`src/hw/sdd_pkg.sv`:
```
// Purpose: constants for the segment descriptor decoder
// Assumes: descriptor words arrive as lower and upper 32-bit words
// Notes: offsets are byte addresses on the apb register port
package sdd_pkg;
   localparam int SDD_BASE_HI_MSB = 31;
   localparam int SDD_BASE_HI_LSB = 24;
   localparam int SDD_GRAN_BIT = 23;
   localparam int SDD_SIZE_BIT = 22;
   localparam int SDD_SPARE_BIT = 20;
   localparam int SDD_LIM_HI_MSB = 19;
   localparam int SDD_LIM_HI_LSB = 16;
   localparam int SDD_PRES_BIT = 15;
   localparam int SDD_PRIV_MSB = 14;
   localparam int SDD_PRIV_LSB = 13;
   localparam int SDD_CLASS_BIT = 12;
   localparam int SDD_KIND_MSB = 11;
   localparam int SDD_KIND_LSB = 8;
   localparam int SDD_BASE_MID_MSB = 7;
   localparam int SDD_BASE_MID_LSB = 0;
   localparam int SDD_PAGE_SHIFT = 12;
   localparam int SDD_DESC_BYTES = 8;
   localparam logic [11:0] SDD_OFS_LO = 12'h000;
   localparam logic [11:0] SDD_OFS_HI = 12'h004;
   localparam logic [11:0] SDD_OFS_BASE = 12'h008;
   localparam logic [11:0] SDD_OFS_LIMIT = 12'h00C;
   localparam logic [11:0] SDD_OFS_ATTR = 12'h010;
   localparam logic [11:0] SDD_OFS_IRQ_STAT = 12'h014;
   localparam logic [11:0] SDD_OFS_IRQ_MASK = 12'h018;
   localparam logic [11:0] SDD_OFS_CTRL = 12'h01C;
   localparam logic [31:0] SDD_WORD_RST = 32'h0000_0000;
   localparam logic [1:0] SDD_IRQ_RST = 2'h0;
endpackage : sdd_pkg

```
`src/hw/sdd_decoder.sv`:
```
// Purpose: segment descriptor decoder with apb register access
// Assumes: core presents both descriptor words with desc_valid
// Notes: decode is combinational on the core port; apb mirrors it
//
// The implementer's own choices: the register offsets and register access over APB.
`timescale 1ns/1ps
// Overview of operation
// - base from upper 31:24, 7:0, lower 31:16
// - extent is upper 19:16 over lower 15:0
// - granularity bit 23 selects 4 KB or byte units
// - code segment: size bit picks 32/16-bit operands
// - stack segment: size bit picks wide/narrow pointer
// - spare bit 20 never affects core decoding; ATTR bit 13 shows it
// - not resident on load raises not-present fault
// - base and extent ignored while not resident
// - privilege ring from upper bits 14:13
// - class bit 12: application versus system
// - kind bits 11:8; 11 executable, 8 accessed
// - kind bit 10 conforming or expand-down
// - kind bit 9 readable or writable
// - descriptor is eight bytes, lower word first
// - table entry zero never valid
module sdd_decoder (
   input wire logic pclk,
   input wire logic presetn,
   input wire logic [31:0] desc_lo,
   input wire logic [31:0] desc_hi,
   input wire logic desc_valid,
   input wire logic desc_load,
   input wire logic desc_null,
   output logic [31:0] seg_base,
   output logic [31:0] seg_limit,
   output logic seg_present,
   output logic [1:0] privilege_ring,
   output logic seg_app,
   output logic [3:0] seg_kind,
   output logic seg_exec,
   output logic seg_accessed,
   output logic seg_conforming,
   output logic seg_expand_down,
   output logic seg_readable,
   output logic seg_writable,
   output logic op_wide,
   output logic wide_stack_pointer,
   output logic narrow_stack_pointer,
   output logic seg_valid,
   output logic fault_not_present,
   output logic fault_null,
   output logic irq,
   input wire logic psel,
   input wire logic penable,
   input wire logic pwrite,
   input wire logic [11:0] paddr,
   input wire logic [31:0] pwdata,
   output logic [31:0] prdata,
   output logic pready,
   output logic pslverr
);
   import sdd_pkg::*;

   function automatic logic [31:0] sdd_base(input logic [31:0] lo,
                                            input logic [31:0] hi);
      sdd_base = {hi[SDD_BASE_HI_MSB:SDD_BASE_HI_LSB],
                  hi[SDD_BASE_MID_MSB:SDD_BASE_MID_LSB], lo[31:16]};
   endfunction : sdd_base

   function automatic logic [31:0] sdd_limit(input logic [31:0] lo,
                                             input logic [31:0] hi);
      logic [19:0] ext;
      ext = {hi[SDD_LIM_HI_MSB:SDD_LIM_HI_LSB], lo[15:0]};
      if (hi[SDD_GRAN_BIT]) begin
         sdd_limit = {ext, {SDD_PAGE_SHIFT{1'b1}}};
      end else begin
         sdd_limit = {12'h000, ext};
      end
   endfunction : sdd_limit

   logic [31:0] sw_lo_q;
   logic [31:0] sw_hi_q;
   logic sw_load;
   logic [1:0] irq_stat_q;
   logic [1:0] irq_mask_q;
   logic [31:0] dbase;
   logic [31:0] dlimit;
   logic [31:0] attr;
   logic [31:0] rdata_d;
   logic apb_wr;
   logic apb_rd;
   logic addr_ok;
   logic pres;
   logic app;
   logic [3:0] kind;

   // decode fully combinational so the core sees it the same cycle
   assign pres = desc_hi[SDD_PRES_BIT];
   assign app = desc_hi[SDD_CLASS_BIT];
   assign kind = desc_hi[SDD_KIND_MSB:SDD_KIND_LSB];
   // base/limit forced to zero when absent; software owns those bits
   assign seg_base = pres ? sdd_base(desc_lo, desc_hi) : '0;
   assign seg_limit = pres ? sdd_limit(desc_lo, desc_hi) : '0;
   assign seg_present = pres;
   assign privilege_ring = desc_hi[SDD_PRIV_MSB:SDD_PRIV_LSB];
   assign seg_app = app;
   assign seg_kind = kind;
   assign seg_exec = kind[3];
   assign seg_accessed = kind[0];
   assign seg_conforming = app & kind[2];
   assign seg_expand_down = ~app & kind[2];
   assign seg_readable = app & kind[1];
   assign seg_writable = ~app & kind[1];
   // spare bit deliberately unread in every term above
   assign op_wide = kind[3] & desc_hi[SDD_SIZE_BIT];
   assign wide_stack_pointer = ~kind[3] & desc_hi[SDD_SIZE_BIT];
   assign narrow_stack_pointer = ~kind[3] & ~desc_hi[SDD_SIZE_BIT];
   assign seg_valid = desc_valid & ~desc_null & pres;
   assign fault_null = desc_valid & desc_load & desc_null;
   assign fault_not_present = desc_valid & desc_load & ~desc_null
                              & ~pres;

   // software test path: decode the two words written over apb
   assign dbase = sdd_base(sw_lo_q, sw_hi_q);
   assign dlimit = sdd_limit(sw_lo_q, sw_hi_q);
   assign attr = {16'h0000, sw_hi_q[SDD_GRAN_BIT], sw_hi_q[SDD_SIZE_BIT],
                  sw_hi_q[SDD_SPARE_BIT], sw_hi_q[SDD_PRES_BIT],
                  sw_hi_q[SDD_PRIV_MSB:SDD_PRIV_LSB],
                  sw_hi_q[SDD_CLASS_BIT], 5'h00,
                  sw_hi_q[SDD_KIND_MSB:SDD_KIND_LSB]};

   assign apb_wr = psel & penable & pwrite;
   assign apb_rd = psel & penable & ~pwrite;
   assign pready = 1'b1;
   always_comb begin
      addr_ok = 1'b1;
      rdata_d = SDD_WORD_RST;
      if (paddr == SDD_OFS_LO) begin
         rdata_d = sw_lo_q;
      end else if (paddr == SDD_OFS_HI) begin
         rdata_d = sw_hi_q;
      end else if (paddr == SDD_OFS_BASE) begin
         rdata_d = sw_hi_q[SDD_PRES_BIT] ? dbase : '0;
      end else if (paddr == SDD_OFS_LIMIT) begin
         rdata_d = sw_hi_q[SDD_PRES_BIT] ? dlimit : '0;
      end else if (paddr == SDD_OFS_ATTR) begin
         rdata_d = attr;
      end else if (paddr == SDD_OFS_IRQ_STAT) begin
         rdata_d = {30'h0000_0000, irq_stat_q};
      end else if (paddr == SDD_OFS_IRQ_MASK) begin
         rdata_d = {30'h0000_0000, irq_mask_q};
      end else if (paddr == SDD_OFS_CTRL) begin
         rdata_d = SDD_WORD_RST;
      end else begin
         addr_ok = 1'b0;
      end
   end
   assign pslverr = (apb_wr | apb_rd) & ~addr_ok;

   always_ff @(posedge pclk or negedge presetn) begin
      if (!presetn) begin
         prdata <= SDD_WORD_RST;
      end else if (psel & ~penable & ~pwrite) begin
         prdata <= rdata_d;
      end
   end

   always_ff @(posedge pclk or negedge presetn) begin
      if (!presetn) begin
         sw_lo_q <= SDD_WORD_RST;
         sw_hi_q <= SDD_WORD_RST;
      end else if (apb_wr && paddr == SDD_OFS_LO) begin
         sw_lo_q <= pwdata;
      end else if (apb_wr && paddr == SDD_OFS_HI) begin
         sw_hi_q <= pwdata;
      end
   end

   assign sw_load = apb_wr && paddr == SDD_OFS_CTRL && pwdata[0];

   always_ff @(posedge pclk or negedge presetn) begin
      if (!presetn) begin
         irq_mask_q <= SDD_IRQ_RST;
      end else if (apb_wr && paddr == SDD_OFS_IRQ_MASK) begin
         irq_mask_q <= pwdata[1:0];
      end
   end

   // set wins over write-one-to-clear so no fault is lost
   always_ff @(posedge pclk or negedge presetn) begin
      if (!presetn) begin
         irq_stat_q <= SDD_IRQ_RST;
      end else begin
         irq_stat_q <= (irq_stat_q &
                        ~((apb_wr && paddr == SDD_OFS_IRQ_STAT) ?
                          pwdata[1:0] : 2'h0))
                       | {fault_null, fault_not_present
                          | (sw_load & ~sw_hi_q[SDD_PRES_BIT])};
      end
   end
   assign irq = |(irq_stat_q & irq_mask_q);

   property p_np_sets;
      @(posedge pclk) disable iff (!presetn)
         fault_not_present |=> irq_stat_q[0];
   endproperty : p_np_sets
   a_np_sets: assert property (p_np_sets)
      else $error("not-present fault did not set status");

   property p_np_cause;
      @(posedge pclk) disable iff (!presetn)
         fault_not_present |-> desc_load && !desc_hi[SDD_PRES_BIT];
   endproperty : p_np_cause
   a_np_cause: assert property (p_np_cause)
      else $error("not-present fault without cause");

   property p_sw_np;
      @(posedge pclk) disable iff (!presetn)
         sw_load && !sw_hi_q[SDD_PRES_BIT] |=> irq_stat_q[0];
   endproperty : p_sw_np
   a_sw_np: assert property (p_sw_np)
      else $error("software load of absent segment not flagged");

   property p_base;
      @(posedge pclk) disable iff (!presetn)
         seg_present |-> seg_base[15:0] == desc_lo[31:16]
         && seg_base[23:16] == desc_hi[7:0]
         && seg_base[31:24] == desc_hi[31:24];
   endproperty : p_base
   a_base: assert property (p_base)
      else $error("base assembled wrong");

   property p_lim;
      @(posedge pclk) disable iff (!presetn)
         seg_present && desc_hi[SDD_GRAN_BIT] |-> seg_limit[11:0] == 12'hFFF
         && seg_limit[31:12] == {desc_hi[19:16], desc_lo[15:0]};
   endproperty : p_lim
   a_lim: assert property (p_lim)
      else $error("page limit wrong");

   property p_blim;
      @(posedge pclk) disable iff (!presetn)
         seg_present && !desc_hi[SDD_GRAN_BIT] |->
         seg_limit == {12'h000, desc_hi[19:16], desc_lo[15:0]};
   endproperty : p_blim
   a_blim: assert property (p_blim)
      else $error("byte limit wrong");

   property p_absent;
      @(posedge pclk) disable iff (!presetn)
         !seg_present |-> seg_base == 0 && seg_limit == 0;
   endproperty : p_absent
   a_absent: assert property (p_absent)
      else $error("absent segment exposes base or limit");

   property p_null;
      @(posedge pclk) disable iff (!presetn)
         desc_null |-> !seg_valid;
   endproperty : p_null
   a_null: assert property (p_null)
      else $error("null entry marked valid");

   property p_null_sets;
      @(posedge pclk) disable iff (!presetn)
         fault_null |=> irq_stat_q[1];
   endproperty : p_null_sets
   a_null_sets: assert property (p_null_sets)
      else $error("null load did not set status");

   property p_null_cause;
      @(posedge pclk) disable iff (!presetn)
         fault_null |-> desc_load && desc_null;
   endproperty : p_null_cause
   a_null_cause: assert property (p_null_cause)
      else $error("null fault without cause");

   property p_fault_excl;
      @(posedge pclk) disable iff (!presetn)
         !(fault_null && fault_not_present);
   endproperty : p_fault_excl
   a_fault_excl: assert property (p_fault_excl)
      else $error("both faults raised together");

   property p_valid;
      @(posedge pclk) disable iff (!presetn)
         seg_valid == (desc_valid && !desc_null && seg_present);
   endproperty : p_valid
   a_valid: assert property (p_valid)
      else $error("segment valid flag wrong");

   property p_ring;
      @(posedge pclk) disable iff (!presetn)
         privilege_ring == desc_hi[14:13];
   endproperty : p_ring
   a_ring: assert property (p_ring)
      else $error("privilege ring wrong");

   property p_class;
      @(posedge pclk) disable iff (!presetn)
         seg_app == desc_hi[SDD_CLASS_BIT]
         && seg_kind == desc_hi[SDD_KIND_MSB:SDD_KIND_LSB];
   endproperty : p_class
   a_class: assert property (p_class)
      else $error("class or kind wrong");

   property p_exec_acc;
      @(posedge pclk) disable iff (!presetn)
         seg_exec == seg_kind[3] && seg_accessed == seg_kind[0];
   endproperty : p_exec_acc
   a_exec_acc: assert property (p_exec_acc)
      else $error("executable or accessed flag wrong");

   property p_perm;
      @(posedge pclk) disable iff (!presetn)
         !(seg_conforming && seg_expand_down)
         && !(seg_readable && seg_writable);
   endproperty : p_perm
   a_perm: assert property (p_perm)
      else $error("permission reading crossed");

   property p_app_bits;
      @(posedge pclk) disable iff (!presetn)
         seg_app |-> seg_conforming == seg_kind[2] && !seg_expand_down
         && seg_readable == seg_kind[1] && !seg_writable;
   endproperty : p_app_bits
   a_app_bits: assert property (p_app_bits)
      else $error("application kind bits read wrong");

   property p_sys_bits;
      @(posedge pclk) disable iff (!presetn)
         !seg_app |-> seg_expand_down == seg_kind[2] && !seg_conforming
         && seg_writable == seg_kind[1] && !seg_readable;
   endproperty : p_sys_bits
   a_sys_bits: assert property (p_sys_bits)
      else $error("system kind bits read wrong");

   property p_code_size;
      @(posedge pclk) disable iff (!presetn)
         seg_exec |-> op_wide == desc_hi[SDD_SIZE_BIT]
         && !wide_stack_pointer && !narrow_stack_pointer;
   endproperty : p_code_size
   a_code_size: assert property (p_code_size)
      else $error("code operand width wrong");

   property p_stack;
      @(posedge pclk) disable iff (!presetn)
         !seg_exec |-> wide_stack_pointer == desc_hi[SDD_SIZE_BIT]
         && narrow_stack_pointer == !desc_hi[SDD_SIZE_BIT]
         && !op_wide;
   endproperty : p_stack
   a_stack: assert property (p_stack)
      else $error("stack width wrong");

   c_np: cover property (@(posedge pclk) fault_not_present);
   c_null: cover property (@(posedge pclk) fault_null);
   c_page: cover property (@(posedge pclk) seg_valid && seg_limit[0]
      && desc_hi[SDD_GRAN_BIT]);
   c_irq: cover property (@(posedge pclk) irq);
endmodule : sdd_decoder

```
`config.mk`:
```
export PLATFORM = sky130hd
export DESIGN_NAME = sdd_decoder
export DESIGN_NICKNAME = d
export VERILOG_FILES = /design/src/hw/sdd_pkg.sv /design/src/hw/sdd_decoder.sv
export SDC_FILE = /design/constraint.sdc
export NUM_CORES = 1
export LEC_CHECK = 0
export ABC_CLOCK_PERIOD_IN_PS = 4200
export BUFFER_PORTS_ARGS = -buffer_cell sky130_fd_sc_hd__buf_4
export CORE_ASPECT_RATIO = 0.75
export CORE_UTILIZATION = 45
export DETAILED_ROUTE_END_ITERATION = 7
export PLACE_DENSITY = 0.75
export SLEW_MARGIN = 20
export SYNTH_ARGS = -nofsm -noshare
export SYNTH_HDL_FRONTEND = slang
export SYNTH_SLANG_ARGS = --single-unit
```
`constraint.sdc`:
```
create_clock -name pclk -period 4.2 [get_ports pclk]
set_clock_uncertainty 0.15 [all_clocks]
set_input_delay 1.05 -clock pclk [delete_from_list [all_inputs] [get_ports pclk]]
set_output_delay 1.05 -clock pclk [all_outputs]
set_load 0.05 [all_outputs]
```
==> impl_metrics.toml <==
[run]
maxCapViolCount = 0

[placed_design]
portBuffers = 224
dp_hpwl_um = 15000
routabilityCongestion = 0.909

[finish]
layout-drive-gt1-share_pct = 46.6
area_growth_pct = 34.7
nets = 857

[floorplan]
rows = 35
die_y_um = 100
core-area_um2 = 12400
ios = 235
die_x_um = 133
start_util_pct = 46.6
die_area_um2 = 13300

[synthesis]
synth-edff-count = 0
ys_seq_area_share_pct = 43.4
yosysMostFrequentCell = "dfrtp_1"
synthFlopType = "dfrtp_1"
ys_ff_latch = 100
async_reset_ff_share_pct = 100
synth_nets = 659
synth_top_cell_area_share_pct = 43.4
ys.warnings.count = 0
synthTopCellsByArea = "dfrtp_1 43%, mux2_2 14%, and2_1 4.8%"
yosysUniqueCellTypes = 66
syn_area_um2 = 5770
synth_commonest_cells = "100 x dfrtp_1, 74 x mux2_2, 44 x and2_1"
avgSynthCellArea_um2 = 10.6
synthCells = 543
yosys.area.top_type = "dfrtp_1"

[critical_path]
cp.required_ns = 3.00
worstPathArrival_ns = 2.67
startpoint_type = "primary input"
critPathCaptureType = "output pin"
crit_type = "in2out"
path_max_fanout = 5

[route]
wire_per_inst_um = 21.9
detail_route.first_pass.iterations = 5
ant_nets = 0
drt_iter0_drc = 474
top_layer = "met4"
viasPerCell = 5.87
dr_total_vias = 5359
wl_met2_um = 9380
drcViolationCount = 0
wl_met1_um = 8270
totalWireLength_um = 20000
wl_met3_um = 1990

[global_route]
grt_max_degree = 68
antenna_found_initial = 0
grt_pass1_wl_um = 30100
grt_pass1_vias = 5169
grt-ovfl-total = 0
grt.total_usage_pct = 30.3

[power]
p_per_area_nw_per_um2 = 292
irDropWorstVdd_mv = 0.247
p_leak_nw = 3.76
power_mw = 2.27

[clock_network]
cts_hold_buffers = 0
clock_latency_ns = 0.35
cts_buffers = 9
h-tree-depth = 3
ctsResizeCount = 0
post-cts-setup-buffers = 0
cts_tree = "yes"
clock_path_buffers = 2
root_buffer = "clkbuf_16"
clock-sinks = 100
clk_pin_slew_ns = 0.06

[sta]
fmax_ghz = 0.259
hold_viol_final = 0
finalCritPeriodShare_pct = 92.1
rsz0062_at_grt = "false"
timing.setup.tns_ns = 0
worstMarginPinSlew_ns = 0.979
period_minus_slack_ns = 3.87
slew_viol_final = 0
finalSetupViolCount = 0
maxSlewHeadroom_pct = 34.7

[min_path]
hold_class = "reg2reg"

[status]
status = "finished clean"
[power breakdown]
part	switching [mW]	leakage [nW]	internal (mW)
registers	0.00387	1.38	0.967
logic	0.293	2.23	0.161
clock network	0.362	0.142	0.479
[cell usage in the layout, fill, tap and decap left out, drive strengths merged, types with 13 or more instances in the layout]
master / instances
o21a: 13
dfrtp: 100
and2: 45
nand2: 29
a31oi: 14
and3: 14
buf: 239
a22oi: 31
mux2: 74
nor2: 18
o21ai: 22
[through the flow]
stage               instances  hold slack (ns)  utilization, %  cell area [um^2]  setup slack, ns
global route              912            0.342            62.7              7770            0.271
floorplan                 543            0.331               -              5770            0.372
detailed placement        896            0.321            60.3              7470            0.337
finish                    913            0.333            62.7              7770            0.333
CTS                       912            0.336            62.7              7770            0.330
global placement          896            0.314            60.3              7470            0.359
[cells by family (layout without fill, tap and decap cells)]
family | after synthesis | after routing | synth area share, %
other | 1 | 2 | 0.0650
XOR/XNOR | 1 | 1 | 0.152
multiplexers | 85 | 85 | 16.3
AND/OR/NAND/NOR | 155 | 155 | 16.4
AO/OA/AOI/OAI | 143 | 143 | 18.0
buffers and inverters | 58 | 261 | 5.66
flip-flops | 100 | 100 | 43.4
[final cells by class]
cell class,count,area [um^2]
Inverter,6,22.5
Sequential cell,100,2500
Clock buffer,11,243
Tap cell,166,208
Clock inverter,5,58.8
Fill cell,1039,4620
Multi-Input combinational cell,385,2940
Timing Repair Buffer,239,1790
Antenna cell,1,2.50
[final timing paths]
path / to / cells after the start / from / slack [ns]
max: pslverr / 6 / paddr[1] / 0.33
min in group asynchronous: prdata[6]$_DFFE_PN0P_ / 1 / presetn / 0.54
max reg2reg: prdata[28]$_DFFE_PN0P_ / 4 / sw_hi_q[23]$_DFFE_PN0P_ / 1.78
min: prdata[18]$_DFFE_PN0P_ / 1 / prdata[18]$_DFFE_PN0P_ / 0.33
min reg2reg: prdata[18]$_DFFE_PN0P_ / 1 / prdata[18]$_DFFE_PN0P_ / 0.33
max in group asynchronous: prdata[15]$_DFFE_PN0P_ / 2 / presetn / 2.47
[state kept, by name (all words and copies together), names as in the netlist]
| register | cells |
|---|---|
| sw_hi_q | 32 |
| prdata | 32 |
| sw_lo_q | 32 |
| irq_mask_q | 2 |
| irq_stat_q | 2 |
[worst max-delay path: stages]
cell	delay (ns)
buf_4	0.11
or4_4	0.57
or3_1	0.36
nor4_2	0.30
nor2_1	0.08
buf_4	0.20
[layer usage]
metal / vias to the layer above / GRT usage (%)
met4: 0 / 8.05
met3: 36 / 9.49
met1: 2636 / 39.8
met5: - / 0
li1: 2402 / -
met2: 285 / 48.6
Power figures use the tool's default switching activity.
